`src/hw/cpw_pkg.sv`:
```
// Constants shared by the compare/PWM unit and its Timer2 time base.
// Assumes an 8-bit register address space and byte-wide register data.
package cpw_pkg;

	// Register offsets
	localparam logic [7:0] OFS_T2_COUNT = 8'h11;
	localparam logic [7:0] OFS_T2_CTRL = 8'h12;
	localparam logic [7:0] OFS_T2_PERIOD = 8'h92;
	localparam logic [7:0] OFS_STATUS = 8'h1e;
	localparam logic [1:0][7:0] OFS_FLAGS = {8'h0d, 8'h0c};
	localparam logic [1:0][7:0] OFS_ENABLES = {8'h8d, 8'h8c};
	localparam logic [1:0][7:0] OFS_LOW = {8'h1b, 8'h15};
	localparam logic [1:0][7:0] OFS_HIGH = {8'h1c, 8'h16};
	localparam logic [1:0][7:0] OFS_CTRL = {8'h1d, 8'h17};

	// Field positions
	localparam logic [1:0][2:0] FLAG_POS = {3'd0, 3'd2};
	localparam int DUTY_LSB_POS = 4;
	localparam int T2_ON_POS = 2;
	localparam int T2_PRE_POS = 0;
	localparam int T2_POST_POS = 3;

	// Mode field codes
	localparam logic [3:0] MODE_OFF = 4'h0;
	localparam logic [3:0] MODE_CMP_SET = 4'h8;
	localparam logic [3:0] MODE_CMP_CLR = 4'h9;
	localparam logic [3:0] MODE_CMP_SOFT = 4'ha;
	localparam logic [3:0] MODE_CMP_SPECIAL = 4'hb;
	localparam logic [1:0] MODE_PWM_TOP = 2'h3;

	// Timer2 prescale codes
	localparam logic [1:0] PRE_DIV1 = 2'h0;
	localparam logic [1:0] PRE_DIV4 = 2'h1;

	// Values after reset
	localparam logic [5:0] CTRL_RST = 6'h00;
	localparam logic [6:0] T2_CTRL_RST = 7'h00;
	localparam logic [7:0] T2_PERIOD_RST = 8'hff;
	localparam logic [7:0] T2_COUNT_RST = 8'h00;
	localparam logic [7:0] RDATA_RST = 8'h00;

	typedef enum logic [1:0] {
		CPW_IDLE,
		CPW_COMPARE,
		CPW_PWM
	} cpw_op_type;

endpackage

```
`src/hw/cpw_top.sv`:
```
// Two compare/PWM channels with their byte registers and Timer2 time base.
// Assumes Timer1 counts on mclk and clears on timer1_clear; bus on mclk.
//
// Summary of operation
// - Compare 16-bit value against Timer1 continuously
// - Mode codes pick set, clear, event, trigger
// - Mode zero resets channel; 11xx selects PWM
// - Zero control write forces compare latch low
// - Event mode leaves pin, sets event flag
// - Channel one trigger clears Timer1
// - Channel two trigger clears Timer1, starts conversion
// - Trigger clear never sets Timer1 overflow flag
// - PWM mode drives ten-bit resolution waveform
// - Zero control write forces PWM latch low
// - Timer2 period register sets PWM period
// - Period roll clears Timer2, sets pin unless duty is zero, latches duty
// - Postscaler does not affect PWM period
// - Duty is low byte plus control bits
// - Duty takes effect next period; high read-only
// - High byte plus hidden latch buffer duty
// - Pin clears when duty equals extended Timer2
// - Duty beyond period keeps pin high
// - Timer2 prescaler divides by 1, 4, 16
// - Reset clears control; values kept unchanged
`timescale 1ns/100ps
module cpw_top
	import cpw_pkg::*;
#(
	parameter int CHANNELS = 2
)
(
	input wire logic mclk,
	input wire logic rst_n,
	input wire logic ce,
	input wire logic [7:0] reg_addr,
	input wire logic [7:0] reg_wdata,
	input wire logic reg_wr,
	input wire logic reg_rd,
	output logic [7:0] reg_rdata,
	input wire logic [15:0] timer1_count,
	input wire logic adc_enabled,
	output logic timer1_clear,
	output logic adc_start,
	output logic channel1_pin,
	output logic channel2_pin,
	output logic channel1_request,
	output logic channel2_request,
	output logic timer2_period_event
);

	// Timer2 configuration registers and time base signals
	logic [6:0] t2_ctrl;
	logic [7:0] t2_period;
	logic [7:0] t2_count;
	logic [1:0] t2_sub;
	logic t2_roll;
	logic t2_roll_q;
	logic t2_event;
	logic t2_count_wr;

	// Per-channel views used by the shared bus and output logic
	logic [CHANNELS-1:0][7:0] low_rd;
	logic [CHANNELS-1:0][7:0] high_rd;
	logic [CHANNELS-1:0][5:0] ctrl_rd;
	logic [CHANNELS-1:0] flag_rd;
	logic [CHANNELS-1:0] enable_rd;
	logic [CHANNELS-1:0] pin_rd;
	logic [CHANNELS-1:0] trig;
	logic [CHANNELS-1:0] request;

	logic [7:0] next_rdata;

	assign t2_count_wr = reg_wr && (reg_addr == OFS_T2_COUNT);

	always_ff @(posedge mclk or negedge rst_n) begin
		if (!rst_n) begin
			t2_ctrl <= T2_CTRL_RST;
		end else if (ce && reg_wr && (reg_addr == OFS_T2_CTRL)) begin
			t2_ctrl <= reg_wdata[6:0];
		end
	end

	always_ff @(posedge mclk or negedge rst_n) begin
		if (!rst_n) begin
			t2_period <= T2_PERIOD_RST;
		end else if (ce && reg_wr && (reg_addr == OFS_T2_PERIOD)) begin
			t2_period <= reg_wdata;
		end
	end

	cpw_timer2 u_timer2 (
		.mclk(mclk),
		.rst_n(rst_n),
		.ce(ce),
		.run(t2_ctrl[T2_ON_POS]),
		.prescale(t2_ctrl[T2_PRE_POS +: 2]),
		.postscale(t2_ctrl[T2_POST_POS +: 4]),
		.period(t2_period),
		.count_wr(t2_count_wr),
		.count_wdata(reg_wdata),
		.count(t2_count),
		.sub_count(t2_sub),
		.roll(t2_roll),
		.period_event(t2_event)
	);

	// Pin sets one cycle after the roll, matching the lag of the duty clear
	always_ff @(posedge mclk or negedge rst_n) begin
		if (!rst_n) begin
			t2_roll_q <= 1'b0;
		end else if (ce) begin
			t2_roll_q <= t2_roll;
		end
	end

	genvar i;
	generate
		for (i = 0; i < CHANNELS; i++) begin : chan
			logic [7:0] value_low;
			logic [7:0] value_high;
			logic [5:0] ctrl;
			logic [1:0] duty_hidden;
			logic pin;
			logic flag;
			logic enable;
			logic eq_q;
			logic cmp_eq;
			logic hit;
			logic pwm_eq;
			logic wr_low;
			logic wr_high;
			logic wr_ctrl;
			logic wr_flag;
			logic wr_enable;
			cpw_op_type op;

			assign wr_low = reg_wr && (reg_addr == OFS_LOW[i]);
			assign wr_high = reg_wr && (reg_addr == OFS_HIGH[i]);
			assign wr_ctrl = reg_wr && (reg_addr == OFS_CTRL[i]);
			assign wr_flag = reg_wr && (reg_addr == OFS_FLAGS[i]);
			assign wr_enable = reg_wr && (reg_addr == OFS_ENABLES[i]);

			// Decode of the mode field
			always_comb begin
				case (ctrl[3:0])
					MODE_CMP_SET,
					MODE_CMP_CLR,
					MODE_CMP_SOFT,
					MODE_CMP_SPECIAL: begin
						op = CPW_COMPARE;
					end
					default: begin
						if (ctrl[3:2] == MODE_PWM_TOP) begin
							op = CPW_PWM;
						end else begin
							op = CPW_IDLE;
						end
					end
				endcase
			end

			// Whole 16-bit pair against Timer1
			assign cmp_eq = ({value_high, value_low} == timer1_count);
			assign hit = (op == CPW_COMPARE) && cmp_eq && !eq_q;

			// Active duty against Timer2 extended by the sub-count
			assign pwm_eq = ({value_high, duty_hidden} == {t2_count, t2_sub});

			// Value bytes have no reset so they survive any reset
			always_ff @(posedge mclk) begin
				if (ce && wr_low) begin
					value_low <= reg_wdata;
				end
			end

			always_ff @(posedge mclk) begin
				if (ce) begin
					if (op == CPW_PWM) begin
						if (t2_roll) begin
							value_high <= value_low;
						end
					end else if (wr_high) begin
						value_high <= reg_wdata;
					end
				end
			end

			always_ff @(posedge mclk or negedge rst_n) begin
				if (!rst_n) begin
					ctrl <= CTRL_RST;
				end else if (ce && wr_ctrl) begin
					ctrl <= reg_wdata[5:0];
				end
			end

			// Hidden two low bits of the active ten-bit duty
			always_ff @(posedge mclk or negedge rst_n) begin
				if (!rst_n) begin
					duty_hidden <= 2'h0;
				end else if (ce) begin
					if (ctrl[3:0] == MODE_OFF) begin
						duty_hidden <= 2'h0;
					end else if (op == CPW_PWM && t2_roll) begin
						duty_hidden <= ctrl[DUTY_LSB_POS +: 2];
					end
				end
			end

			// One event per arrival of equality
			always_ff @(posedge mclk or negedge rst_n) begin
				if (!rst_n) begin
					eq_q <= 1'b0;
				end else if (ce) begin
					eq_q <= cmp_eq && (op == CPW_COMPARE);
				end
			end

			// Output latch shared by compare and PWM
			always_ff @(posedge mclk or negedge rst_n) begin
				if (!rst_n) begin
					pin <= 1'b0;
				end else if (ce) begin
					if (wr_ctrl && reg_wdata == 8'h00) begin
						pin <= 1'b0;
					end else if (ctrl[3:0] == MODE_OFF) begin
						pin <= 1'b0;
					end else if (op == CPW_COMPARE) begin
						if (hit && ctrl[3:0] == MODE_CMP_SET) begin
							pin <= 1'b1;
						end else if (hit && ctrl[3:0] == MODE_CMP_CLR) begin
							pin <= 1'b0;
						end
						// Event and trigger modes leave the pin as is
					end else if (op == CPW_PWM) begin
						if (t2_roll_q) begin
							pin <= ({value_high, duty_hidden} != 10'h000);
						end else if (pwm_eq) begin
							pin <= 1'b0;
						end
					end
				end
			end

			// Event flag: a hardware set wins over a software clear
			always_ff @(posedge mclk or negedge rst_n) begin
				if (!rst_n) begin
					flag <= 1'b0;
				end else if (ce) begin
					if (hit) begin
						flag <= 1'b1;
					end else if (wr_flag) begin
						flag <= reg_wdata[FLAG_POS[i]];
					end
				end
			end

			always_ff @(posedge mclk or negedge rst_n) begin
				if (!rst_n) begin
					enable <= 1'b0;
				end else if (ce && wr_enable) begin
					enable <= reg_wdata[FLAG_POS[i]];
				end
			end

			assign trig[i] = hit && (ctrl[3:0] == MODE_CMP_SPECIAL);
			assign request[i] = flag && enable;
			assign low_rd[i] = value_low;
			assign high_rd[i] = value_high;
			assign ctrl_rd[i] = ctrl;
			assign flag_rd[i] = flag;
			assign enable_rd[i] = enable;
			assign pin_rd[i] = pin;
		end
	endgenerate

	// Trigger clears only the count; overflow flag lives in Timer1
	always_ff @(posedge mclk or negedge rst_n) begin
		if (!rst_n) begin
			timer1_clear <= 1'b0;
		end else if (ce) begin
			timer1_clear <= |trig;
		end
	end

	always_ff @(posedge mclk or negedge rst_n) begin
		if (!rst_n) begin
			adc_start <= 1'b0;
		end else if (ce) begin
			adc_start <= trig[1] && adc_enabled;
		end
	end

	always_ff @(posedge mclk or negedge rst_n) begin
		if (!rst_n) begin
			channel1_pin <= 1'b0;
			channel2_pin <= 1'b0;
		end else if (ce) begin
			channel1_pin <= pin_rd[0];
			channel2_pin <= pin_rd[1];
		end
	end

	always_ff @(posedge mclk or negedge rst_n) begin
		if (!rst_n) begin
			channel1_request <= 1'b0;
			channel2_request <= 1'b0;
			timer2_period_event <= 1'b0;
		end else if (ce) begin
			channel1_request <= request[0];
			channel2_request <= request[1];
			timer2_period_event <= t2_event;
		end
	end

	// Read multiplexer; unmapped offsets read zero
	always_comb begin
		next_rdata = 8'h00;
		case (reg_addr)
			OFS_T2_COUNT: next_rdata = t2_count;
			OFS_T2_CTRL: next_rdata = {1'b0, t2_ctrl};
			OFS_T2_PERIOD: next_rdata = t2_period;
			OFS_STATUS: next_rdata = {4'h0, t2_ctrl[T2_ON_POS], t2_roll, pin_rd};
			OFS_FLAGS[0]: next_rdata[FLAG_POS[0]] = flag_rd[0];
			OFS_FLAGS[1]: next_rdata[FLAG_POS[1]] = flag_rd[1];
			OFS_ENABLES[0]: next_rdata[FLAG_POS[0]] = enable_rd[0];
			OFS_ENABLES[1]: next_rdata[FLAG_POS[1]] = enable_rd[1];
			OFS_LOW[0]: next_rdata = low_rd[0];
			OFS_LOW[1]: next_rdata = low_rd[1];
			OFS_HIGH[0]: next_rdata = high_rd[0];
			OFS_HIGH[1]: next_rdata = high_rd[1];
			OFS_CTRL[0]: next_rdata = {2'h0, ctrl_rd[0]};
			OFS_CTRL[1]: next_rdata = {2'h0, ctrl_rd[1]};
			default: next_rdata = 8'h00;
		endcase
	end

	// Read data stands only in the cycle after the strobe
	always_ff @(posedge mclk or negedge rst_n) begin
		if (!rst_n) begin
			reg_rdata <= RDATA_RST;
		end else if (ce) begin
			reg_rdata <= reg_rd ? next_rdata : RDATA_RST;
		end
	end

endmodule // cpw_top

```
`src/hw/cpw_timer2.sv`:
```
// Timer2 time base for the PWM channels: prescaler, 8-bit count, period match.
// Assumes the same clock and clock enable as the register bus.
`timescale 1ns/100ps
module cpw_timer2
	import cpw_pkg::*;
(
	input wire logic mclk,
	input wire logic rst_n,
	input wire logic ce,
	input wire logic run,
	input wire logic [1:0] prescale,
	input wire logic [3:0] postscale,
	input wire logic [7:0] period,
	input wire logic count_wr,
	input wire logic [7:0] count_wdata,
	output logic [7:0] count,
	output logic [1:0] sub_count,
	output logic roll,
	output logic period_event
);

	logic [5:0] pre;
	logic [3:0] post;
	logic tick;

	// Four clocks per increment at 1:1, times 4 or 16 above that
	always_comb begin
		case (prescale)
			PRE_DIV1: begin
				tick = run && (pre[1:0] == 2'h3);
				sub_count = pre[1:0];
			end
			PRE_DIV4: begin
				tick = run && (pre[3:0] == 4'hf);
				sub_count = pre[3:2];
			end
			default: begin
				tick = run && (pre == 6'h3f);
				sub_count = pre[5:4];
			end
		endcase
	end

	assign roll = tick && (count == period);

	always_ff @(posedge mclk or negedge rst_n) begin
		if (!rst_n) begin
			pre <= 6'h00;
		end else if (ce) begin
			if (count_wr || !run) begin
				pre <= 6'h00;
			end else begin
				pre <= pre + 6'h01;
			end
		end
	end

	always_ff @(posedge mclk or negedge rst_n) begin
		if (!rst_n) begin
			count <= T2_COUNT_RST;
		end else if (ce) begin
			if (count_wr) begin
				count <= count_wdata;
			end else if (roll) begin
				count <= T2_COUNT_RST;
			end else if (tick) begin
				count <= count + 8'h01;
			end
		end
	end

	// Postscaler only paces the period event, never the count
	always_ff @(posedge mclk or negedge rst_n) begin
		if (!rst_n) begin
			post <= 4'h0;
			period_event <= 1'b0;
		end else if (ce) begin
			period_event <= roll && (post == postscale);
			if (roll) begin
				post <= (post == postscale) ? 4'h0 : post + 4'h1;
			end
		end
	end

endmodule // cpw_timer2

```
`config.mk`:
```
export PLATFORM = sky130hd
export DESIGN_NAME = cpw_top
export DESIGN_NICKNAME = d
export VERILOG_FILES = /design/src/hw/cpw_pkg.sv /design/src/hw/cpw_top.sv /design/src/hw/cpw_timer2.sv
export SDC_FILE = /design/constraint.sdc
export NUM_CORES = 1
export LEC_CHECK = 0
export BUFFER_PORTS_ARGS = -buffer_cell sky130_fd_sc_hd__buf_2
export CAP_MARGIN = 20
export CELL_PAD_IN_SITES_DETAIL_PLACEMENT = 0
export CELL_PAD_IN_SITES_GLOBAL_PLACEMENT = 1
export CORE_MARGIN = 2
export CORE_UTILIZATION = 48
export DETAILED_ROUTE_END_ITERATION = 8
export GPL_TIMING_DRIVEN = 0
export PLACE_DENSITY_LB_ADDON = 0.3
export SYNTH_ARGS = -nofsm -noshare
export SYNTH_HDL_FRONTEND = slang
export SYNTH_SLANG_ARGS = --single-unit
```
`constraint.sdc`:
```
create_clock -name mclk -period 2.8 [get_ports mclk]
set_input_delay 0 -clock mclk [delete_from_list [all_inputs] [get_ports mclk]]
set_output_delay 0 -clock mclk [all_outputs]
set_load 0.005 [all_outputs]
```
; ---- Yosys cells after proc, flatten, opt, wreduce, memory -nomap -nowiden
; Cells that the tools add are included.
; W data, S select, Z words.
[totals]
out_inout_bits = 15
word_cells = 198
inputBits = 38
reg_bits = 106
[classes]
muxes = 46
reduce_logical = 76
n_eq_ne = 42
add_sub_neg = 3
[op_table]
columns = op, count
row1 = $mux W8, 10
row2 = $eq A8 B5 Y1 const B, 9
row3 = $pmux W5 S10, 1
row4 = $logic_and A1 B1 Y1, 42
row5 = $eq A4 B4 Y1 const B, 9
row6 = $eq A16 B16 Y1, 2
row7 = $eq A8 B8 Y1 const B, 3
row8 = $pmux W1 S12, 2
row9 = $eq A10 B10 Y1, 2
row10 = $mux W1, 20
row11 = $reduce_bool A10 Y1, 2
row12 = $eq A8 B4 Y1 const B, 2
row13 = $mux W2, 8
row14 = $reduce_and A2 Y1, 6
row15 = $reduce_bool A2 Y1, 6
row16 = $eq A2 B2 Y1 const B, 5
row17 = $ne A5 B1 Y1 const B, 2
row18 = $pmux W1 S10, 1
row19 = $reduce_bool A5 Y1, 2
row20 = $add A8 B1 Y8 const B, 1
row21 = $eq A8 B8 Y1, 1
row22 = $logic_not A4 Y1, 2
row23 = $logic_not A8 Y1, 1
row24 = $reduce_and A4 Y1, 2
row25 = 18 further kinds, 26

; ---- Logic depth before layout (Yosys ltp)
; Gate-level depths: netlist of run 1.
[logic_depth]
ltp_word = 12
mapped_depth = 9
mapped_depth_nobuf = 7

; ---- Modules after synthesis
; From an unflattened synthesis of run 1, not the netlist that was laid out.
[unflattened]
cells_unflattened = 587
area_unflattened_um2 = 6278.5
[by_module_without_submodules]
columns = mod, area_per_inst_um2, n_inst, seq_area_each_um2, cells_per_inst
row1 = cpw_top, 5006.1, 1, 2347.3, 448
row2 = cpw_timer2, 1272.5, 1, 475.5, 139

; ---- Least setup slack after synthesis of run 1
; OpenSTA, ideal clock, no wires.
[synth_timing]
kind = register to register
start = register u_timer2.pre[0]
end = register chan[1].value_high[0] (enable)
path_stages_with_launch = 8
path_slack_ns = 0.495
required_time_ns = 2.425
setup_time_ns = 0.375
n_path_buf = 1
arrival_ns = 1.929
synth_period_minus_slack_ns = 2.305
cell_sequence = dfrtp_1 -> ha_1 -> nand2_1 -> a211o_1 -> nor3_4 -> buf_2 -> nand3_1 -> a21oi_1
[synth_via]
elab_chain_len = 6
word_cells_on_any_way = 10
classes_between = eq/ne: 4 / mux: 1 / reduce/logical: 5
[synth_rtl]
columns = element, line_no
row1 = "start, declared", cpw_timer2.sv:22  ; logic [5:0] pre;
row2 = "start signal, assigned", cpw_timer2.sv:53  ; pre <= pre + 6'h01;
row3 = "$eq A6 B6 Y1, or another cell as far along", cpw_timer2.sv:38  ; tick = run && (pre == 6'h3f);
row4 = $logic_and A1 B1 Y1 (on tied branches), "cpw_timer2.sv:38, cpw_timer2.sv:30, cpw_timer2.sv:34"
row5 = $pmux W1 S2 *, cpw_timer2.sv:28  ; case (prescale)
row6 = $logic_and A1 B1 Y1 *, cpw_timer2.sv:44  ; assign roll = tick && (count == period);
row7 = $ne A2 B2 Y1 (no source line) *, n/a
row8 = $reduce_and A3 Y1 (no source line) *, n/a
row9 = "end signal, assigned", cpw_top.sv:180  ; value_high <= value_low;
row10 = "end signal, assigned", cpw_top.sv:183  ; value_high <= reg_wdata;
row11 = "end, declared", cpw_top.sv:120  ; logic [7:0] value_high;
; Every way passes the cells marked *; elsewhere a longest branch is shown, timed or not.
; A chain may end at the register's enable or synchronous reset.

; ---- Worst setup path in the final report of run 1
[layout_timing]
start = register u_timer2.pre[0]
end = register chan[1].value_high[3] (enable)
; The elaborated chain is that of the path after synthesis.

==> qor.txt, run 1 <==
status: complete, no violations
max-slew violation count: 0
startpoint types: flip-flop
Slew HR: 31.4%
clk_lat worst skew: 0.37 ns
post-route ant nets: 0
count of cell types in the netlist: 77
RD Place Congestion: 0.968
Largest delay share family, worst path: compound AO/OA/AOI/OAI gates
smallest hold slack: 0.0155 ns
CTS tree: yes
nature of the critical path endpoint: flip-flop
initial core utilization: 49.6%
Via density: 6.21
worst r2r src: u_timer2.pre[0]
Post-Syn Area: 6330 sq um
worst r2r dst: chan[1].value_high[3]
DRC Markers: 0
Area Growth Syn to Fin: 13.9%
Leak: 2.85 nW
Area contributors post-synth: dfrtp_1 (26%), edfxtp_1 (15%), mux2_2 (7.5%), xor2_1 (5.7%), xnor2_1 (3.9%)
die width: 119 um
Primary FF master, synth: dfrtp_1
# H-tree levels: 3
Hold Path Origin: reg_wdata[6]
reg2reg path depth: 7
Tot GR Track Use: 30.2%
highest cell delay on the worst timing path: 0.41 ns
TritonCTS Buffers: 9
clock skew: 0.0111 ns
Setup CP Type: reg -> reg
initial antenna violation count: 0
Peak Freq: 379 MHz
Synth Area per Inst: 10.4 sq um
final wirelength: 20700 um
input/output buffers: 49
final design area excluding fillers: 7210 sq um
count leader, synth: dfrtp_1
Post-DP Area: 6820 sq um
Worst-path clk slew: 0.07 ns
post-synth top area share: 26.1%
largest area contributor in the netlist: dfrtp_1
endpoints failing setup: 0
Ant. Diodes: 0
setup bufs post-CTS: 0
worst path bufs/invs: 1
Commonest cells post-synth: dfrtp_1 (66), mux2_2 (42), xor2_1 (41), nand2_1 (37), edfxtp_1 (32)
Post-synth EDFFs: 32
Period Utilization, post-route: 94.2%
vias in the first global route: 5236
post-route minimum period: 2.64 ns
Post-DP HPWL: 15200 um
Synth async-reset ratio: 69.8%
fraction of layout cells with a size suffix above 1: 21.7%
Worst Hold Class: in -> reg
Ports: 53
Least-Margin Pin Slew: 1.02 ns
Crit path arrival time: 2.67 ns
Die Area: 14100 sq um
Cell Chain, Critical Path: ha_1 -> nand2_1 -> a211o_1 -> nor3_4 -> buf_2 -> nand3_1 -> a21oi_4
largest net degree at the start of global routing: 50
Syn Nets: 652
drt first pass iters: 5
site row count: 41
worst vdd ir: 0.000413 V
CP max-delay cell: dfrtp_1
pwr dens: 461 nW/um^2
global-route wire length before repair: 31600 um
DR iter-0 viols: 524
Synth warnings: 0
Syn Inst Count: 611
total core area: 12800 sq um
post-synthesis sequential area ratio: 44.6%
Fillers: 1143
via count: 5305
Max FO, Critical Path: 10
max cap viols: 0
die outline height: 119 um
Final Hold Fails: 0
Hold Path Depth: 1
grt ovf: 0
Avg WL per Cell: 24.2 um
#FFs+latches synth: 106
clock root buffer: clkbuf_16
worst reg-to-reg setup slack: 0.16 ns
worst path required time: 2.84 ns
Max Root-Sink Buffers: 2
Hold EP: chan[1].value_low[6]
RSZ-0062 raised after global routing: false
Clock Sinks: 106
NumNets Final: 718
layout by cell type, fill, tap and decap left out, drive strengths merged, types with 13 or more instances in the layout:
cell type / instances
xor2: 41
buf: 62
inv: 22
nor2: 26
nand4: 18
edfxtp: 32
nor4: 19
a21oi: 18
o21ai: 37
clkbuf: 31
dfrtp: 66
nor3: 18
mux2: 47
xnor2: 28
mux2i: 13
nand2: 38
nand3: 27
logic make-up after synthesis:
logic type,share of synthesized area [%]
AO/OA/AOI/OAI,13.7
XOR/XNOR,9.54
adder cells (fa/ha/maj),0.593
buffers and inverters,4.25
flip-flops,44.6
multiplexers,10.5
AND/OR/NAND/NOR,16.9
where the power goes:
group          internal [mW]  switching, mW  leakage, nW
Combinational          0.125          0.216         1.46
Sequential              1.62         0.0187         1.24
Clock                  0.778          0.569        0.144
Total                   2.52          0.804         2.85
routing by layer:
metal  global-route usage (%)  routed length (um)
met2                     45.2                9220
met4                     12.6                 648
met5                        0                   0
met3                     6.03                1870
met1                     42.7                8940
worst max path at each step:
stage                       from                     to  slack, ns  cells past startpoint
5_1_grt        u_timer2.count[1]  chan[0].value_high[3]       0.05                      7
6_report         u_timer2.pre[0]  chan[1].value_high[3]       0.16                      7
2_1_floorplan    u_timer2.pre[0]  chan[1].value_high[0]       0.50                      7
3_3_place_gp   u_timer2.count[2]  chan[0].value_high[6]      -0.12                      7
4_1_cts        u_timer2.count[2]  chan[0].value_high[3]       0.01                      7
3_5_place_dp   u_timer2.count[2]  chan[0].value_high[5]      -0.19                      7
worst reg2reg max path, delay by kind of cell (launching register included):
kind | cells | cell delay [ns]
flip-flops | 1 | 0.41
AO/OA/AOI/OAI | 2 | 0.69
buffers and inverters | 1 | 0.37
AND/OR/NAND/NOR | 3 | 0.61
adder cells (fa/ha/maj) | 1 | 0.24
state kept, by name, indices dropped and copies added, names as in the netlist, 4 cells and up:
name and flops:
u_timer2.post 4, chan.value_high 16, u_timer2.pre 6, t2_ctrl 7
chan.duty_hidden 4, t2_period 8, chan.value_low 16, u_timer2.count 8
chan.ctrl 12, reg_rdata 8
area by class of cell:
cell class / count / area (sq um) / area share [%]
inverter: 22 / 82.6 / 1.14
clock inverter: 6 / 82.6 / 1.14
timing repair buffer: 56 / 335 / 4.65
tap: 172 / 215 / 2.98
sequential: 106 / 2820 / 39.1
multi-input combinational: 449 / 3260 / 45.2
clock buffer: 10 / 229 / 3.17
buffer: 33 / 183 / 2.53
through the flow:
stage	setup TNS [ns]	cells	util, %	total power, mW	setup WS (ns)
6_report	0	854	56.5	3.33	0.163
5_1_grt	0	854	56.5	3.44	0.0515
4_1_cts	0	855	56.4	3.34	0.0120
3_5_place_dp	-2.84	833	53.4	2.00	-0.190
3_3_place_gp	-1.45	832	53.2	1.98	-0.122
2_1_floorplan	0	611	-	1.84	0.495
repair_timing:
action	in CTS	in global routing
endpoints found under the hold margin	82	0
gates resized for setup	2	2
endpoints found under the setup margin	16	16
hold buffers	6	0
pin swaps	0	0
No activity file was read; power rests on OpenSTA's default activity.
==> run 2: changes to the inputs <==
GPL_TIMING_DRIVEN = default   (was 0)
==> run 2 against run 1 <==
  * Combinational power down 11%
  * Largest power group unchanged
  * Global-route usage shrank 1.2 points
  * First-iteration DRC count down 15%
  * Non-clock buffer count fell by 23
  * Largest cell class unchanged
  * Routed wire length is 4.1% lower
  * Setup slack better by 0.26 ns
  * Clock skew fell by 0.0021 ns
  * Sequential power about the same
  * Die area is the same
  * Via count decreased by 2.5%
  * Highest routed layer unchanged
==> qor.txt, run 2 (synthesis gave the netlist of run 1 again) <==
crit path from: u_timer2.pre[1] (was u_timer2.pre[0])
worst r2r dst: u_timer2.post[2] (was chan[1].value_high[3])
site row count: 41 (unchanged)
vias in the first global route: 4973 (was 5236)
Leak: 2.79 nW (was 2.85 nW)
Period Utilization, post-route: 84.8% (was 94.2%)
most common cell after layout, fill and taps aside: dfrtp_1 (unchanged)
CP max-delay cell: nor3_4 (was dfrtp_1)
CTS tree: yes (unchanged)
initial antenna violation count: 0 (unchanged)
endpoints failing setup: 0 (unchanged)
setup bufs post-CTS: 0 (unchanged)
Die Area: 14100 sq um (unchanged)
post-route ant nets: 0 (unchanged)
post-route minimum period: 2.37 ns (was 2.64 ns)
Area Growth Syn to Fin: 11.1% (was 13.9%)
clock root buffer: clkbuf_16 (unchanged)
worst reg-to-reg setup slack: 0.43 ns (was 0.16 ns)
Post-DP HPWL: 14500 um (was 15200 um)
clk_lat worst skew: 0.37 ns (about the same)
Worst-path clk slew: 0.07 ns (about the same)
register area: 2820 sq um (unchanged)
Crit path depth: 7 (unchanged)
worst vdd ir: 0.000407 V (was 0.000413 V)
drt first pass iters: 5 (unchanged)
Cell Chain, Critical Path: ha_1 -> nand2_1 -> a211o_1 -> nor3_4 -> nand2_1 -> o21ai_0 -> o21ai_0 (was ha_1 -> nand2_1 -> a211o_1 -> nor3_4 -> buf_2 -> nand3_1 -> a21oi_4)
die outline height: 119 um (unchanged)
via count: 5170 (was 5305)
Final Hold Fails: 0 (unchanged)
die width: 119 um (unchanged)
reg2reg path depth: 7 (unchanged)
Largest delay share family, worst path: simple AND/OR/NAND/NOR gates (was compound AO/OA/AOI/OAI gates)
RD Place Congestion: 0.923 (was 0.968)
CTS Hold Bufs: 4 (was 6)
total power: 3.25 mW (was 3.33 mW)
initial core utilization: 49.6% (unchanged)
Setup CP Type: reg -> reg (unchanged)
global-route wire length before repair: 30500 um (was 31600 um)
fraction of layout cells with a size suffix above 1: 22.2% (was 21.7%)
largest net degree at the start of global routing: 75 (was 50)
# H-tree levels: 3 (unchanged)
most frequent cells in the layout: dfrtp_1 (66), buf_2 (51), mux2_2 (42) (was dfrtp_1 (66), buf_2 (53), mux2_2 (42))
Least-Margin Pin Slew: 0.968 ns (was 1.02 ns)
Ant. Diodes: 0 (unchanged)
RSZ-0062 raised after global routing: false (unchanged)
Fillers: 1164 (was 1143)
Ports: 53 (unchanged)
Max FO, Critical Path: 10 (unchanged)
worst setup path endpoint: u_timer2.post[2] (was chan[1].value_high[3])
highest cell delay on the worst timing path: 0.54 ns (was 0.41 ns)
worst path required time: 3.04 ns (was 2.84 ns)
Peak Freq: 421 MHz (was 379 MHz)
final core utilization: 55.1% (was 56.5%)
total core area: 12800 sq um (unchanged)
non-filler cells, final: 831 (was 854)
clock skew: 0.00893 ns (was 0.0111 ns)
TritonCTS Buffers: 9 (unchanged)
largest registers: chan.value_high: 16 flops, chan.value_low: 16 flops, chan.ctrl: 12 flops (unchanged)
Worst Hold Class: in -> reg (unchanged)
Slew HR: 35.4% (was 31.4%)
area of the multi-input gates: 3240 sq um (was 3260 sq um)
cell count after placement: 811 (was 833)
worst path bufs/invs: 0 (was 1)
input/output buffers: 52 (was 49)
Crit path arrival time: 2.62 ns (was 2.67 ns)
post_cts resized: 0 (was 2)
worst r2r src: u_timer2.pre[1] (was u_timer2.pre[0])
Tot GR Track Use: 29.0% (was 30.2%)
max cap viols: 0 (unchanged)
nature of the critical path endpoint: flip-flop (unchanged)
NumNets Final: 695 (was 718)
post-route setup TNS: 0 ns (unchanged)
max-slew violation count: 0 (unchanged)
DRC Markers: 0 (unchanged)
Via density: 6.22 (was 6.21)
Avg WL per Cell: 23.9 um (was 24.2 um)
startpoint types: flip-flop (unchanged)
Max Root-Sink Buffers: 2 (unchanged)
DR iter-0 viols: 445 (was 524)
final wirelength: 19800 um (was 20700 um)
Clock Sinks: 106 (unchanged)
status: complete, no violations (unchanged)
pwr dens: 463 nW/um^2 (was 461 nW/um^2)
grt ovf: 0 (unchanged)
==> run 2: cell count changes in the layout (fill, tap and decap cells not counted), sizes merged <==
cell and change:
clkbuf -22, dlygate4sd3 -2, bufinv -1, clkinv +1, inv +1
==> run 2: metal layers <==
layer,GRT usage (%),vias to the layer above,share of wire [%]
met5,0,-,0
met4,11.3,0,2.5
met3,5.27,34,7.2
met2,43.4,225,45
met1,41.8,2551,45
li1,-,2360,-
==> run 2: report_power, final <==
part / total (mW) / internal (mW) / switching [mW]
combinational: 0.303 / 0.112 / 0.191
sequential: 1.65 / 1.62 / 0.0352
clock: 1.30 / 0.691 / 0.605
==> run 2: cell type report <==
cell class	count	area share [%]
clock buffers	9	3.20
clock inverters	7	0.978
inverters	22	1.17
multi-input cells	449	46.1
flip-flops and latches	106	40.1
well taps	172	3.06
repair buffers	66	5.37
==> run 2: worst min path at each step <==
stage / from / endpoint / cells past startpoint
after detailed placement: rst_n / timer2_period_event / 1
after floorplan: rst_n / adc_start / 0
after CTS: reg_wdata[6] / chan[0].value_low[6] / 1
final: reg_wdata[6] / chan[0].value_low[6] / 1
after global placement: rst_n / timer2_period_event / 1
after global routing: reg_wdata[6] / chan[1].value_low[6] / 1
==> run 2: through the flow <==
step	worst slack [ns]	instance area, sq um	hold WS [ns]
floorplan	0.495	6330	-0.296
global placement	0.568	6700	0.203
detailed placement	0.496	6700	0.222
CTS	0.450	7030	0.00365
global route	0.244	7030	0.00775
finish	0.426	7030	0.0169
